File: config.mk
export PLATFORM = sky130hd
export DESIGN_NAME = sub_unit
export DESIGN_NICKNAME = d
export VERILOG_FILES = /design/src/logic/sub_unit_pkg.sv /design/src/logic/bcd_digit_sub.sv /design/src/logic/exec_trigger.sv /design/src/logic/sub_unit.sv
export SDC_FILE = /design/constraint.sdc
export NUM_CORES = 1
export LEC_CHECK = 0
export BUFFER_PORTS_ARGS = -buffer_cell sky130_fd_sc_hd__buf_2
export CAP_MARGIN = 40
export CORE_MARGIN = 5
export CORE_UTILIZATION = 66
export DETAILED_ROUTE_END_ITERATION = 8
export GPL_ROUTABILITY_DRIVEN = 0
export PLACE_DENSITY_LB_ADDON = 0.1
export SYNTH_ARGS = -nofsm -noshare
export SYNTH_HDL_FRONTEND = slang
export SYNTH_HIERARCHICAL = 1
export SYNTH_SLANG_ARGS = --single-unit
File: constraint.sdc
create_clock -name clk -period 28.4 [get_ports clk]
set_clock_uncertainty 0.2 [all_clocks]
set_input_delay 7.1 -clock clk [delete_from_list [all_inputs] [get_ports clk]]
set_output_delay 7.1 -clock clk [all_outputs]
set_load 0.02 [all_outputs]
File: src/logic/sub_unit_pkg.sv
// Constants, field layouts and carrier types of the subtract unit.
// Assumes a single 10 MHz clock and a 32-bit Avalon-MM register port.
package sub_unit_pkg;

    // ------------------------------------------------------------
    // Widths and decimal limits
    // ------------------------------------------------------------
    localparam int WORD_W = 16;
    localparam int BCD_DIGITS = 8;
    localparam logic [3:0] BCD_MAX_DIGIT = 4'h9;
    localparam logic [3:0] BCD_RADIX = 4'hA;

    // ------------------------------------------------------------
    // Register byte offsets
    // ------------------------------------------------------------
    localparam logic [5:0] MIN_LO_OFS = 6'h00;
    localparam logic [5:0] MIN_HI_OFS = 6'h04;
    localparam logic [5:0] SUB_LO_OFS = 6'h08;
    localparam logic [5:0] SUB_HI_OFS = 6'h0C;
    localparam logic [5:0] CTRL_OFS = 6'h10;
    localparam logic [5:0] RES_LO_OFS = 6'h14;
    localparam logic [5:0] RES_HI_OFS = 6'h18;
    localparam logic [5:0] FLAGS_OFS = 6'h1C;
    localparam logic [5:0] EXEC_CNT_OFS = 6'h20;

    // ------------------------------------------------------------
    // Control field positions
    // ------------------------------------------------------------
    localparam int CTRL_OP_LSB = 0;
    localparam int CTRL_COND_BIT = 2;
    localparam int CTRL_EDGE_BIT = 3;
    localparam int CTRL_W = 4;

    // ------------------------------------------------------------
    // Reset values
    // ------------------------------------------------------------
    localparam logic [WORD_W-1:0] WORD_RESET = 16'h0000;
    localparam logic [CTRL_W-1:0] CTRL_RESET = 4'h0;
    localparam logic [15:0] EXEC_CNT_RESET = 16'h0000;
    localparam logic [31:0] RDATA_RESET = 32'h00000000;

    // ------------------------------------------------------------
    // Types
    // ------------------------------------------------------------
    typedef enum logic [1:0] {
        OP_SIGNED_BORROW = 2'h0,
        OP_BCD_WORD = 2'h1,
        OP_BCD_DOUBLE = 2'h2,
        OP_CLEAR_BORROW = 2'h3
    } op_t;

    typedef struct packed {
        logic sign;
        logic underflow;
        logic overflow;
        logic borrow;
        logic zero;
        logic error;
    } flags_t;

    localparam flags_t FLAGS_RESET = 6'h00;

endpackage

File: src/logic/bcd_digit_sub.sv
// One decimal digit of a BCD subtractor with borrow in and out.
// Assumes pure combinational use inside a ripple chain.
`timescale 1ns/1ns
module bcd_digit_sub (
    input wire logic [3:0] min_digit,
    input wire logic [3:0] sub_digit,
    input wire logic borrow_in,
    output logic [3:0] diff_digit,
    output logic borrow_out,
    output logic bad_digit
);
    wire logic [4:0] raw_diff;

    assign raw_diff = {1'b0, min_digit} - {1'b0, sub_digit} - {4'h0, borrow_in};
    assign borrow_out = raw_diff[4];
    // A negative digit wraps by adding the radix, which yields the ten's complement
    assign diff_digit = raw_diff[4] ? 4'(raw_diff[3:0] + sub_unit_pkg::BCD_RADIX)
                                    : raw_diff[3:0];
    assign bad_digit = (min_digit > sub_unit_pkg::BCD_MAX_DIGIT)
                     | (sub_digit > sub_unit_pkg::BCD_MAX_DIGIT);
endmodule // bcd_digit_sub

File: src/logic/exec_trigger.sv
// Turns the execution condition into execute pulses.
// Assumes the condition comes from logic on the same clock.
`timescale 1ns/1ns
module exec_trigger (
    input wire logic clk,
    input wire logic rst,
    input wire logic cond,
    input wire logic edge_mode,
    output logic fire
);
    logic cond_prev_reg;

    always_ff @(posedge clk) begin
        if (rst) begin
            cond_prev_reg <= 1'b0;
        end else begin
            cond_prev_reg <= cond;
        end
    end

    // Level mode runs every cycle; edge mode only on a rising condition
    assign fire = cond & (~edge_mode | ~cond_prev_reg);
endmodule // exec_trigger

File: src/logic/sub_unit.sv
// Subtract unit: signed double subtract with borrow, 4-digit and 8-digit BCD subtract.
// Assumes one clock, a synchronous reset and an Avalon-MM master on the register port.
//
// Overview of operation
// - Signed borrow subtract always clears the error flag.
// - Signed subtract: minuend minus subtrahend minus borrow into two result words.
// - Signed subtract sets zero when the 32-bit result is all zero.
// - Signed subtract sets borrow when a borrow leaves the top bit.
// - Overflow: positive minus negative and borrow gives a negative result.
// - Underflow: negative minus positive and borrow gives a positive result.
// - Signed subtract copies the top result bit into the sign flag.
// - A clear-borrow operation clears the borrow flag; software issues it as needed.
// - Negative binary results are held in two's complement.
// - Single-word BCD subtract writes a 4-digit result, ten's complement if negative.
// - Single-word BCD subtract flags error on any non-decimal nibble in the two low operand words.
// - Single-word BCD subtract sets zero when the result word is zero.
// - BCD subtracts without an error set borrow when the top digit borrows, else clear it; on an error borrow is held.
// - Double BCD subtract writes an 8-digit result, ten's complement if negative.
// - Double BCD subtract flags error on any non-decimal nibble in four words.
// - Double BCD subtract sets zero when both result words are zero.
// - Negative decimal results are nines' complement plus one.
// - Execute every cycle while condition is on, or once on its rising edge.
`timescale 1ns/1ns
module sub_unit (
    input wire logic clk,
    input wire logic rst,
    input wire logic [5:0] avs_address,
    input wire logic avs_read,
    input wire logic avs_write,
    input wire logic [31:0] avs_writedata,
    input wire logic [3:0] avs_byteenable,
    output logic [31:0] avs_readdata,
    output logic avs_waitrequest,
    output sub_unit_pkg::flags_t flags_out,
    output logic [31:0] result_out
);
    localparam int W = sub_unit_pkg::WORD_W;
    localparam int ND = sub_unit_pkg::BCD_DIGITS;

    // ------------------------------------------------------------
    // State
    // ------------------------------------------------------------
    logic [W-1:0] min_lo_reg, min_hi_reg, sub_lo_reg, sub_hi_reg;
    logic [W-1:0] res_lo_reg, res_hi_reg;
    logic [sub_unit_pkg::CTRL_W-1:0] ctrl_reg;
    sub_unit_pkg::flags_t flags_reg, flags_next;
    logic [W-1:0] res_lo_next, res_hi_next;
    logic [15:0] exec_cnt_reg;
    logic [31:0] rdata_reg;
    logic wait_reg;

    // ------------------------------------------------------------
    // Bus decode
    // ------------------------------------------------------------
    wire logic wr_take = avs_write & ~wait_reg;
    wire logic rd_answer = (avs_read | avs_write) & wait_reg;
    wire logic wr_min_lo = wr_take & (avs_address == sub_unit_pkg::MIN_LO_OFS);
    wire logic wr_min_hi = wr_take & (avs_address == sub_unit_pkg::MIN_HI_OFS);
    wire logic wr_sub_lo = wr_take & (avs_address == sub_unit_pkg::SUB_LO_OFS);
    wire logic wr_sub_hi = wr_take & (avs_address == sub_unit_pkg::SUB_HI_OFS);
    wire logic wr_ctrl = wr_take & (avs_address == sub_unit_pkg::CTRL_OFS);
    wire logic wr_flags = wr_take & (avs_address == sub_unit_pkg::FLAGS_OFS);
    wire logic [W-1:0] wdata16;
    wire logic [W-1:0] lane_mask;

    assign lane_mask = {{8{avs_byteenable[1]}}, {8{avs_byteenable[0]}}};
    assign wdata16 = avs_writedata[W-1:0];

    function automatic logic [W-1:0] merge16(input logic [W-1:0] old_val,
                                             input logic [W-1:0] new_val,
                                             input logic [W-1:0] mask);
        merge16 = (old_val & ~mask) | (new_val & mask);
    endfunction

    wire logic [W-1:0] flags_merge = merge16({10'h000, flags_reg}, wdata16, lane_mask);

    // ------------------------------------------------------------
    // Execution trigger
    // ------------------------------------------------------------
    wire logic fire;
    wire sub_unit_pkg::op_t op;

    assign op = sub_unit_pkg::op_t'(ctrl_reg[sub_unit_pkg::CTRL_OP_LSB +: 2]);

    exec_trigger trig_u (
        .clk(clk),
        .rst(rst),
        .cond(ctrl_reg[sub_unit_pkg::CTRL_COND_BIT]),
        .edge_mode(ctrl_reg[sub_unit_pkg::CTRL_EDGE_BIT]),
        .fire(fire)
    );

    // ------------------------------------------------------------
    // Signed binary datapath
    // ------------------------------------------------------------
    wire logic [31:0] mi32 = {min_hi_reg, min_lo_reg};
    wire logic [31:0] su32 = {sub_hi_reg, sub_lo_reg};
    wire logic [32:0] bin_full;
    wire logic [31:0] bin_res;

    // Two's complement falls out of the modular subtract
    assign bin_full = {1'b0, mi32} - {1'b0, su32} - {32'h0, flags_reg.borrow};
    assign bin_res = bin_full[31:0];
    wire logic bin_zero = (bin_res == 32'h00000000);
    wire logic bin_borrow = bin_full[32];
    wire logic bin_ovf = ~mi32[31] & su32[31] & bin_res[31];
    wire logic bin_udf = mi32[31] & ~su32[31] & ~bin_res[31];

    // ------------------------------------------------------------
    // BCD datapath
    // ------------------------------------------------------------
    wire logic [ND:0] bcd_chain;
    wire logic [ND-1:0] bcd_bad;
    wire logic [31:0] bcd_res;

    assign bcd_chain[0] = 1'b0;

    genvar gi;
    generate
        for (gi = 0; gi < ND; gi++) begin : g_digit
            bcd_digit_sub dig_u (
                .min_digit(mi32[4*gi +: 4]),
                .sub_digit(su32[4*gi +: 4]),
                .borrow_in(bcd_chain[gi]),
                .diff_digit(bcd_res[4*gi +: 4]),
                .borrow_out(bcd_chain[gi+1]),
                .bad_digit(bcd_bad[gi])
            );
        end
    endgenerate

    wire logic bcd_w_err = |bcd_bad[ND/2-1:0];
    wire logic bcd_d_err = |bcd_bad;
    wire logic bcd_w_borrow = bcd_chain[ND/2];
    wire logic bcd_d_borrow = bcd_chain[ND];
    wire logic bcd_w_zero = (bcd_res[W-1:0] == 16'h0000);
    wire logic bcd_d_zero = (bcd_res == 32'h00000000);

    // ------------------------------------------------------------
    // Result and flag selection
    // ------------------------------------------------------------
    always_comb begin
        flags_next = flags_reg;
        res_lo_next = res_lo_reg;
        res_hi_next = res_hi_reg;
        if (fire) begin
            unique case (op)
                sub_unit_pkg::OP_SIGNED_BORROW: begin
                    res_lo_next = bin_res[W-1:0];
                    res_hi_next = bin_res[31:W];
                    flags_next.error = 1'b0;
                    flags_next.zero = bin_zero;
                    flags_next.borrow = bin_borrow;
                    flags_next.overflow = bin_ovf;
                    flags_next.underflow = bin_udf;
                    flags_next.sign = bin_res[31];
                end
                sub_unit_pkg::OP_BCD_WORD: begin
                    flags_next.error = bcd_w_err;
                    if (!bcd_w_err) begin
                        res_lo_next = bcd_res[W-1:0];
                        flags_next.zero = bcd_w_zero;
                        flags_next.borrow = bcd_w_borrow;
                    end
                end
                sub_unit_pkg::OP_BCD_DOUBLE: begin
                    flags_next.error = bcd_d_err;
                    if (!bcd_d_err) begin
                        res_lo_next = bcd_res[W-1:0];
                        res_hi_next = bcd_res[31:W];
                        flags_next.zero = bcd_d_zero;
                        flags_next.borrow = bcd_d_borrow;
                    end
                end
                sub_unit_pkg::OP_CLEAR_BORROW: begin
                    flags_next.borrow = 1'b0;
                end
            endcase
        end else if (wr_flags) begin
            // An execution in the same cycle wins over a software write
            flags_next = sub_unit_pkg::flags_t'(flags_merge[5:0]);
        end
    end

    // ------------------------------------------------------------
    // Operand and control registers
    // ------------------------------------------------------------
    always_ff @(posedge clk) begin
        if (rst) begin
            min_lo_reg <= sub_unit_pkg::WORD_RESET;
            min_hi_reg <= sub_unit_pkg::WORD_RESET;
            sub_lo_reg <= sub_unit_pkg::WORD_RESET;
            sub_hi_reg <= sub_unit_pkg::WORD_RESET;
            ctrl_reg <= sub_unit_pkg::CTRL_RESET;
        end else begin
            if (wr_min_lo) min_lo_reg <= merge16(min_lo_reg, wdata16, lane_mask);
            if (wr_min_hi) min_hi_reg <= merge16(min_hi_reg, wdata16, lane_mask);
            if (wr_sub_lo) sub_lo_reg <= merge16(sub_lo_reg, wdata16, lane_mask);
            if (wr_sub_hi) sub_hi_reg <= merge16(sub_hi_reg, wdata16, lane_mask);
            if (wr_ctrl && avs_byteenable[0]) ctrl_reg <= avs_writedata[3:0];
        end
    end

    // ------------------------------------------------------------
    // Results and flags, all in one edge
    // ------------------------------------------------------------
    always_ff @(posedge clk) begin
        if (rst) begin
            res_lo_reg <= sub_unit_pkg::WORD_RESET;
            res_hi_reg <= sub_unit_pkg::WORD_RESET;
            flags_reg <= sub_unit_pkg::FLAGS_RESET;
            flags_out <= sub_unit_pkg::FLAGS_RESET;
            result_out <= 32'h00000000;
            exec_cnt_reg <= sub_unit_pkg::EXEC_CNT_RESET;
        end else begin
            res_lo_reg <= res_lo_next;
            res_hi_reg <= res_hi_next;
            flags_reg <= flags_next;
            flags_out <= flags_next;
            result_out <= {res_hi_next, res_lo_next};
            if (fire) exec_cnt_reg <= 16'(exec_cnt_reg + 16'h0001);
        end
    end

    // ------------------------------------------------------------
    // Avalon answer: one wait cycle, then read data with waitrequest low
    // ------------------------------------------------------------
    logic [31:0] rd_mux;

    always_comb begin
        unique case (avs_address)
            sub_unit_pkg::MIN_LO_OFS: rd_mux = {16'h0000, min_lo_reg};
            sub_unit_pkg::MIN_HI_OFS: rd_mux = {16'h0000, min_hi_reg};
            sub_unit_pkg::SUB_LO_OFS: rd_mux = {16'h0000, sub_lo_reg};
            sub_unit_pkg::SUB_HI_OFS: rd_mux = {16'h0000, sub_hi_reg};
            sub_unit_pkg::CTRL_OFS: rd_mux = {28'h0000000, ctrl_reg};
            sub_unit_pkg::RES_LO_OFS: rd_mux = {16'h0000, res_lo_reg};
            sub_unit_pkg::RES_HI_OFS: rd_mux = {16'h0000, res_hi_reg};
            sub_unit_pkg::FLAGS_OFS: rd_mux = {26'h0000000, flags_reg};
            sub_unit_pkg::EXEC_CNT_OFS: rd_mux = {16'h0000, exec_cnt_reg};
            default: rd_mux = 32'h00000000;
        endcase
    end

    always_ff @(posedge clk) begin
        if (rst) begin
            wait_reg <= 1'b1;
            rdata_reg <= sub_unit_pkg::RDATA_RESET;
        end else begin
            wait_reg <= ~rd_answer;
            if (rd_answer && avs_read) rdata_reg <= rd_mux;
        end
    end

    assign avs_waitrequest = wait_reg;
    assign avs_readdata = rdata_reg;

    // ------------------------------------------------------------
    // Assertions
    // ------------------------------------------------------------
    wire logic sig_fire = fire & (op == sub_unit_pkg::OP_SIGNED_BORROW);
    wire logic bw_fire = fire & (op == sub_unit_pkg::OP_BCD_WORD);
    wire logic bd_fire = fire & (op == sub_unit_pkg::OP_BCD_DOUBLE);

    err_clear_a: assert property (@(posedge clk) disable iff (rst)
        sig_fire |=> !flags_reg.error) else $error("error flag not cleared");
    sig_result_a: assert property (@(posedge clk) disable iff (rst)
        sig_fire |=> {res_hi_reg, res_lo_reg} ==
            32'($past(mi32) - $past(su32) - {31'h0, $past(flags_reg.borrow)}))
        else $error("signed difference wrong");
    sig_zero_a: assert property (@(posedge clk) disable iff (rst)
        sig_fire |=> flags_reg.zero == ({res_hi_reg, res_lo_reg} == 32'h00000000))
        else $error("zero flag wrong");
    sig_borrow_a: assert property (@(posedge clk) disable iff (rst)
        sig_fire |=> flags_reg.borrow ==
            ({1'b0, $past(mi32)} < {1'b0, $past(su32)} + {32'h0, $past(flags_reg.borrow)}))
        else $error("borrow flag wrong");
    sig_ovf_a: assert property (@(posedge clk) disable iff (rst)
        sig_fire |=> flags_reg.overflow ==
            (!$past(mi32[31]) && $past(su32[31]) && res_hi_reg[15]))
        else $error("overflow flag wrong");
    sig_udf_a: assert property (@(posedge clk) disable iff (rst)
        sig_fire |=> flags_reg.underflow ==
            ($past(mi32[31]) && !$past(su32[31]) && !res_hi_reg[15]))
        else $error("underflow flag wrong");
    sig_sign_a: assert property (@(posedge clk) disable iff (rst)
        sig_fire |=> flags_reg.sign == res_hi_reg[15]) else $error("sign flag wrong");
    clr_borrow_a: assert property (@(posedge clk) disable iff (rst)
        fire && op == sub_unit_pkg::OP_CLEAR_BORROW |=> !flags_reg.borrow)
        else $error("borrow not cleared");
    bcd_hold_a: assert property (@(posedge clk) disable iff (rst)
        (bw_fire && bcd_w_err) || (bd_fire && bcd_d_err) |=>
            flags_reg.error && $stable(res_lo_reg) && $stable(res_hi_reg)
            && $stable(flags_reg.borrow)) else $error("error case wrote result");
    bcd_word_a: assert property (@(posedge clk) disable iff (rst)
        bw_fire && !bcd_w_err |=> !flags_reg.error && $stable(res_hi_reg)
            && flags_reg.zero == (res_lo_reg == 16'h0000))
        else $error("bcd word result wrong");
    edge_once_a: assert property (@(posedge clk) disable iff (rst)
        ctrl_reg[sub_unit_pkg::CTRL_EDGE_BIT] && fire |=> !fire)
        else $error("edge mode fired twice");
    bus_wait_a: assert property (@(posedge clk) disable iff (rst)
        avs_read && avs_waitrequest |=> !avs_waitrequest)
        else $error("read answer late");

    // ------------------------------------------------------------
    // Further guards on bus timing, execution and decimal flags
    // ------------------------------------------------------------
    wait_pulse_a: assert property (@(posedge clk) disable iff (rst)
        !avs_waitrequest |=> avs_waitrequest)
        else $error("waitrequest low too long");

    write_lands_a: assert property (@(posedge clk) disable iff (rst)
        avs_write && !avs_waitrequest && avs_address == sub_unit_pkg::MIN_LO_OFS
            && avs_byteenable[1:0] == 2'b11 |=> min_lo_reg == $past(avs_writedata[15:0]))
        else $error("operand write lost");

    level_fire_a: assert property (@(posedge clk) disable iff (rst)
        ctrl_reg[sub_unit_pkg::CTRL_COND_BIT] && !ctrl_reg[sub_unit_pkg::CTRL_EDGE_BIT]
            |-> fire)
        else $error("level mode missed a cycle");

    cond_off_a: assert property (@(posedge clk) disable iff (rst)
        !ctrl_reg[sub_unit_pkg::CTRL_COND_BIT] |-> !fire)
        else $error("fired without condition");

    bcd_wborrow_a: assert property (@(posedge clk) disable iff (rst)
        bw_fire && !bcd_w_err |=>
            flags_reg.borrow == ($past(mi32[15:0]) < $past(su32[15:0])))
        else $error("bcd word borrow wrong");

    bcd_dbl_a: assert property (@(posedge clk) disable iff (rst)
        bd_fire && !bcd_d_err |=> !flags_reg.error
            && flags_reg.zero == ({res_hi_reg, res_lo_reg} == 32'h00000000))
        else $error("bcd double flags wrong");

    bcd_dborrow_a: assert property (@(posedge clk) disable iff (rst)
        bd_fire && !bcd_d_err |=>
            flags_reg.borrow == ($past(mi32) < $past(su32)))
        else $error("bcd double borrow wrong");

    out_match_a: assert property (@(posedge clk) disable iff (rst)
        flags_out == flags_reg && result_out == {res_hi_reg, res_lo_reg})
        else $error("output ports disagree");

    bcd_top_err_a: assert property (@(posedge clk) disable iff (rst)
        bd_fire && (mi32[31:28] > 4'h9 || su32[31:28] > 4'h9) |=> flags_reg.error)
        else $error("bad top digit not flagged");

    bcd_word_err_a: assert property (@(posedge clk) disable iff (rst)
        bw_fire && (mi32[7:4] > 4'h9 || su32[7:4] > 4'h9) |=> flags_reg.error)
        else $error("bad word digit not flagged");

endmodule // sub_unit

==> metrics.yaml <==
timing:
  tightestPinTransition_ns: 1.01
  min_period_ns: 15.13
  slew_violations: 0
  finalHoldViolCount: 0
  setup_viol: 0
  slew-limit-headroom_pct: 32.0
  fin_crit_sh_pct: 53.3
  tns_ns: 0
  max_freq_ghz: 0.0661
  rsz0062_at_grt: "no"
synthesis:
  yosys.area.top_type_share_pct: 23.2
  synth_flop_cell: "dfxtp_1"
  synth-async-reset-ratio_pct: 0
  yosysTopAreaCell: "dfxtp_1"
  yosysMostFrequentCell: "inv_1"
  ys_ff_latch: 140
  synthTopCellsByArea: "dfxtp_1 23%, ha_1 13%, inv_1 5.7%"
  synth-edff-count: 0
  synth_area_mm2: 0.0121
  synth_area_per_cell_um2: 7.92
  syn_inst: 1527
  ys_types: 80
  synth_warnings: 6
  synthTopCellsByCount: "183 x inv_1, 180 x nor2_1, 140 x dfxtp_1, 124 x ha_1, 115 x a21oi_1"
  ys_seq_area_share_pct: 23.2
drt:
  viasPerCell: 6.47
  routed_wl_mm: 37.7
  route.vias.total: 11800
  wl_per_cell_um: 20.7
  drc: 0
  drtIter0Drc: 1223
  antenna_left: 0
  first_pass_iters: 7
power:
  p_sw_uw: 138
  p_int_uw: 332
  clockPowerShare_pct: 47.3
  ir_drop_mv: 0.0450
  p_comb_share_pct: 10.9
  power.leakage_uw: 0.00586
  power_density_mw_per_mm2: 35.7
  seqPwrFrac_pct: 41.9
  sw_frac_of_total_pct: 29.3
cells_and_area:
  fin_util_pct: 73.1
  area_growth_pct: 8.99
  multi_input_area_mm2: 0.00832
  final_area_mm2: 0.0132
  drive_gt1_share_pct: 10.9
  seq_area_mm2: 0.00280
  fill_cells: 1439
  nets: 1770
  num_antenna_cells: 0
worst_setup_path:
  cp_slowest_cell: "fa_1"
  required_ns: 28.57
  crit_fanout: 3
  path_common_cell: "fa_1"
  reg2reg_setup_slack_ns: 13.27
  endpoint_kind: "flop"
  start_kind: "flop"
  reg2regPathDepth: 63
  arrival_ns: 15.30
  cpPeakStageDelay_ns: 0.43
  crit_type: "reg2reg"
clocking:
  clk_path_buf_depth: 2
  htree_levels: 4
  cts_setup_buffers: 0
  clk_pin_slew_ns: 0.07
  clkLatencyLatePin_ns: 0.45
  root_buffer: "clkbuf_16"
  numCtsBuffers: 17
  hold_buffers: 0
  ctsResizeCount: 0
  cts_tree: "built"
  cts.sinks: 140
placement:
  io_buffers: 82
  dp_hpwl_mm: 29.0
  dpl_cell_area_mm2: 0.0126
die:
  fp-row-count: 49
  die_h_um: 145
  die_area_mm2: 0.0211
  io-pin-count: 117
  die_width_um: 145
  start_util_pct: 67.1
  core_mm2: 0.0180
hold_path:
  hp-class: "reg2reg"
grt:
  grt_pass1_vias: 11300
  grt.overflow.total: 0
  grt_pass1_wl_mm: 59.6
  grt_usage_pct: 34.7
  antenna_found_initial: 0
  grt_max_degree: 74
run_status:
  run_status: "finished clean"
run:
  cap_violations: 0
==> routing by layer <==
metal  up-vias  track usage [%]  share of wire (%)
met3       151             9.16                 11
met4         0             16.8                5.3
met1      5521             42.5                 39
li1       5452                -                  -
met2       682             56.7                 45
met5         -                0                  0
==> power groups by stage <==
stage	Clock (uW)	Sequential (uW)	Combinational, uW
2_1_floorplan	0	201	36.8
3_3_place_gp	0	201	48.1
3_5_place_dp	0	201	49.1
4_1_cts	223	197	49.8
5_1_grt	233	197	54.7
6_report	222	197	51.2
==> stage by stage <==
step	total power, uW	instances	hold slack (ns)	setup slack (ns)
2_1_floorplan	238	1543	0.253	14.83
3_3_place_gp	249	1787	0.244	13.76
3_5_place_dp	250	1792	0.258	13.55
4_1_cts	469	1824	0.274	13.49
5_1_grt	485	1824	0.321	12.65
6_report	470	1824	0.272	13.27
==> area by class of cell <==
cell class / count / share of cell area, %
inverters: 183 / 5.21
clock buffers: 17 / 3.23
well taps: 229 / 2.17
flip-flops and latches: 140 / 21.3
clock inverters: 15 / 1.12
repair buffers: 95 / 3.89
multi-input cells: 1145 / 63.1
==> worst max-delay path, delay by kind of cell (launching register included) <==
kind | cells | cell delay [ns]
compound gates | 12 | 2.95
simple gates | 19 | 3.62
fa+ha+maj | 16 | 6.65
mux | 1 | 0.30
buf+inv | 15 | 0.99
flops | 1 | 0.36
==> logic make-up (layout without fill, tap and decap cells) <==
logic type / count (synthesis) / after routing / share of synthesized area [%]
adders and majority gates: 142 / 142 / 15.8
DFF: 140 / 140 / 23.2
and+or+nand+nor: 448 / 448 / 17.6
AOI/OAI and AO/OA: 376 / 376 / 20.4
buffers and inverters: 258 / 310 / 8.63
xor gates and xnor gates: 69 / 69 / 5.00
other: 1 / 17 / 0.0310
muxes: 93 / 93 / 9.32
==> worst min path at each step <==
stage / start / end / slack, ns / depth (start not counted)
floorplan: ctrl_reg[2] / ctrl_reg[2] / 0.25 / 2
global placement: avs_waitrequest / avs_waitrequest / 0.24 / 1
detailed placement: avs_waitrequest / avs_waitrequest / 0.26 / 1
CTS: avs_waitrequest / avs_waitrequest / 0.27 / 1
global route: avs_waitrequest / avs_waitrequest / 0.32 / 1
finish: avs_waitrequest / avs_waitrequest / 0.27 / 1
==> cell usage in the layout (no fill, tap or decap), types with 12 or more instances in the layout <==
| cell | netlist | final |
|---|---|---|
| xnor2_1 | 41 | 41 |
| and3_1 | 13 | 13 |
| clkbuf_16 | 0 | 17 |
| nand4_1 | 13 | 13 |
| nand3_1 | 28 | 28 |
| a21o_1 | 14 | 14 |
| xor2_1 | 28 | 28 |
| nand2_1 | 92 | 92 |
| nand3b_1 | 13 | 13 |
| conb_1 | 1 | 17 |
| and2_1 | 14 | 14 |
| ha_1 | 124 | 124 |
| inv_1 | 183 | 183 |
| a22oi_1 | 40 | 40 |
| fa_1 | 18 | 18 |
| nor3_1 | 22 | 22 |
| a31oi_1 | 16 | 16 |
| nand2b_1 | 17 | 17 |
| o21ai_0 | 76 | 76 |
| dfxtp_1 | 140 | 140 |
| buf_2 | 6 | 81 |
| nor2_1 | 180 | 180 |
| mux2i_1 | 68 | 68 |
| a21oi_1 | 115 | 115 |
| a211oi_1 | 16 | 16 |
| buf_4 | 16 | 13 |
| mux4_2 | 12 | 12 |
| a211o_1 | 12 | 12 |
Note: power is estimated with default switching activity, not from simulation.
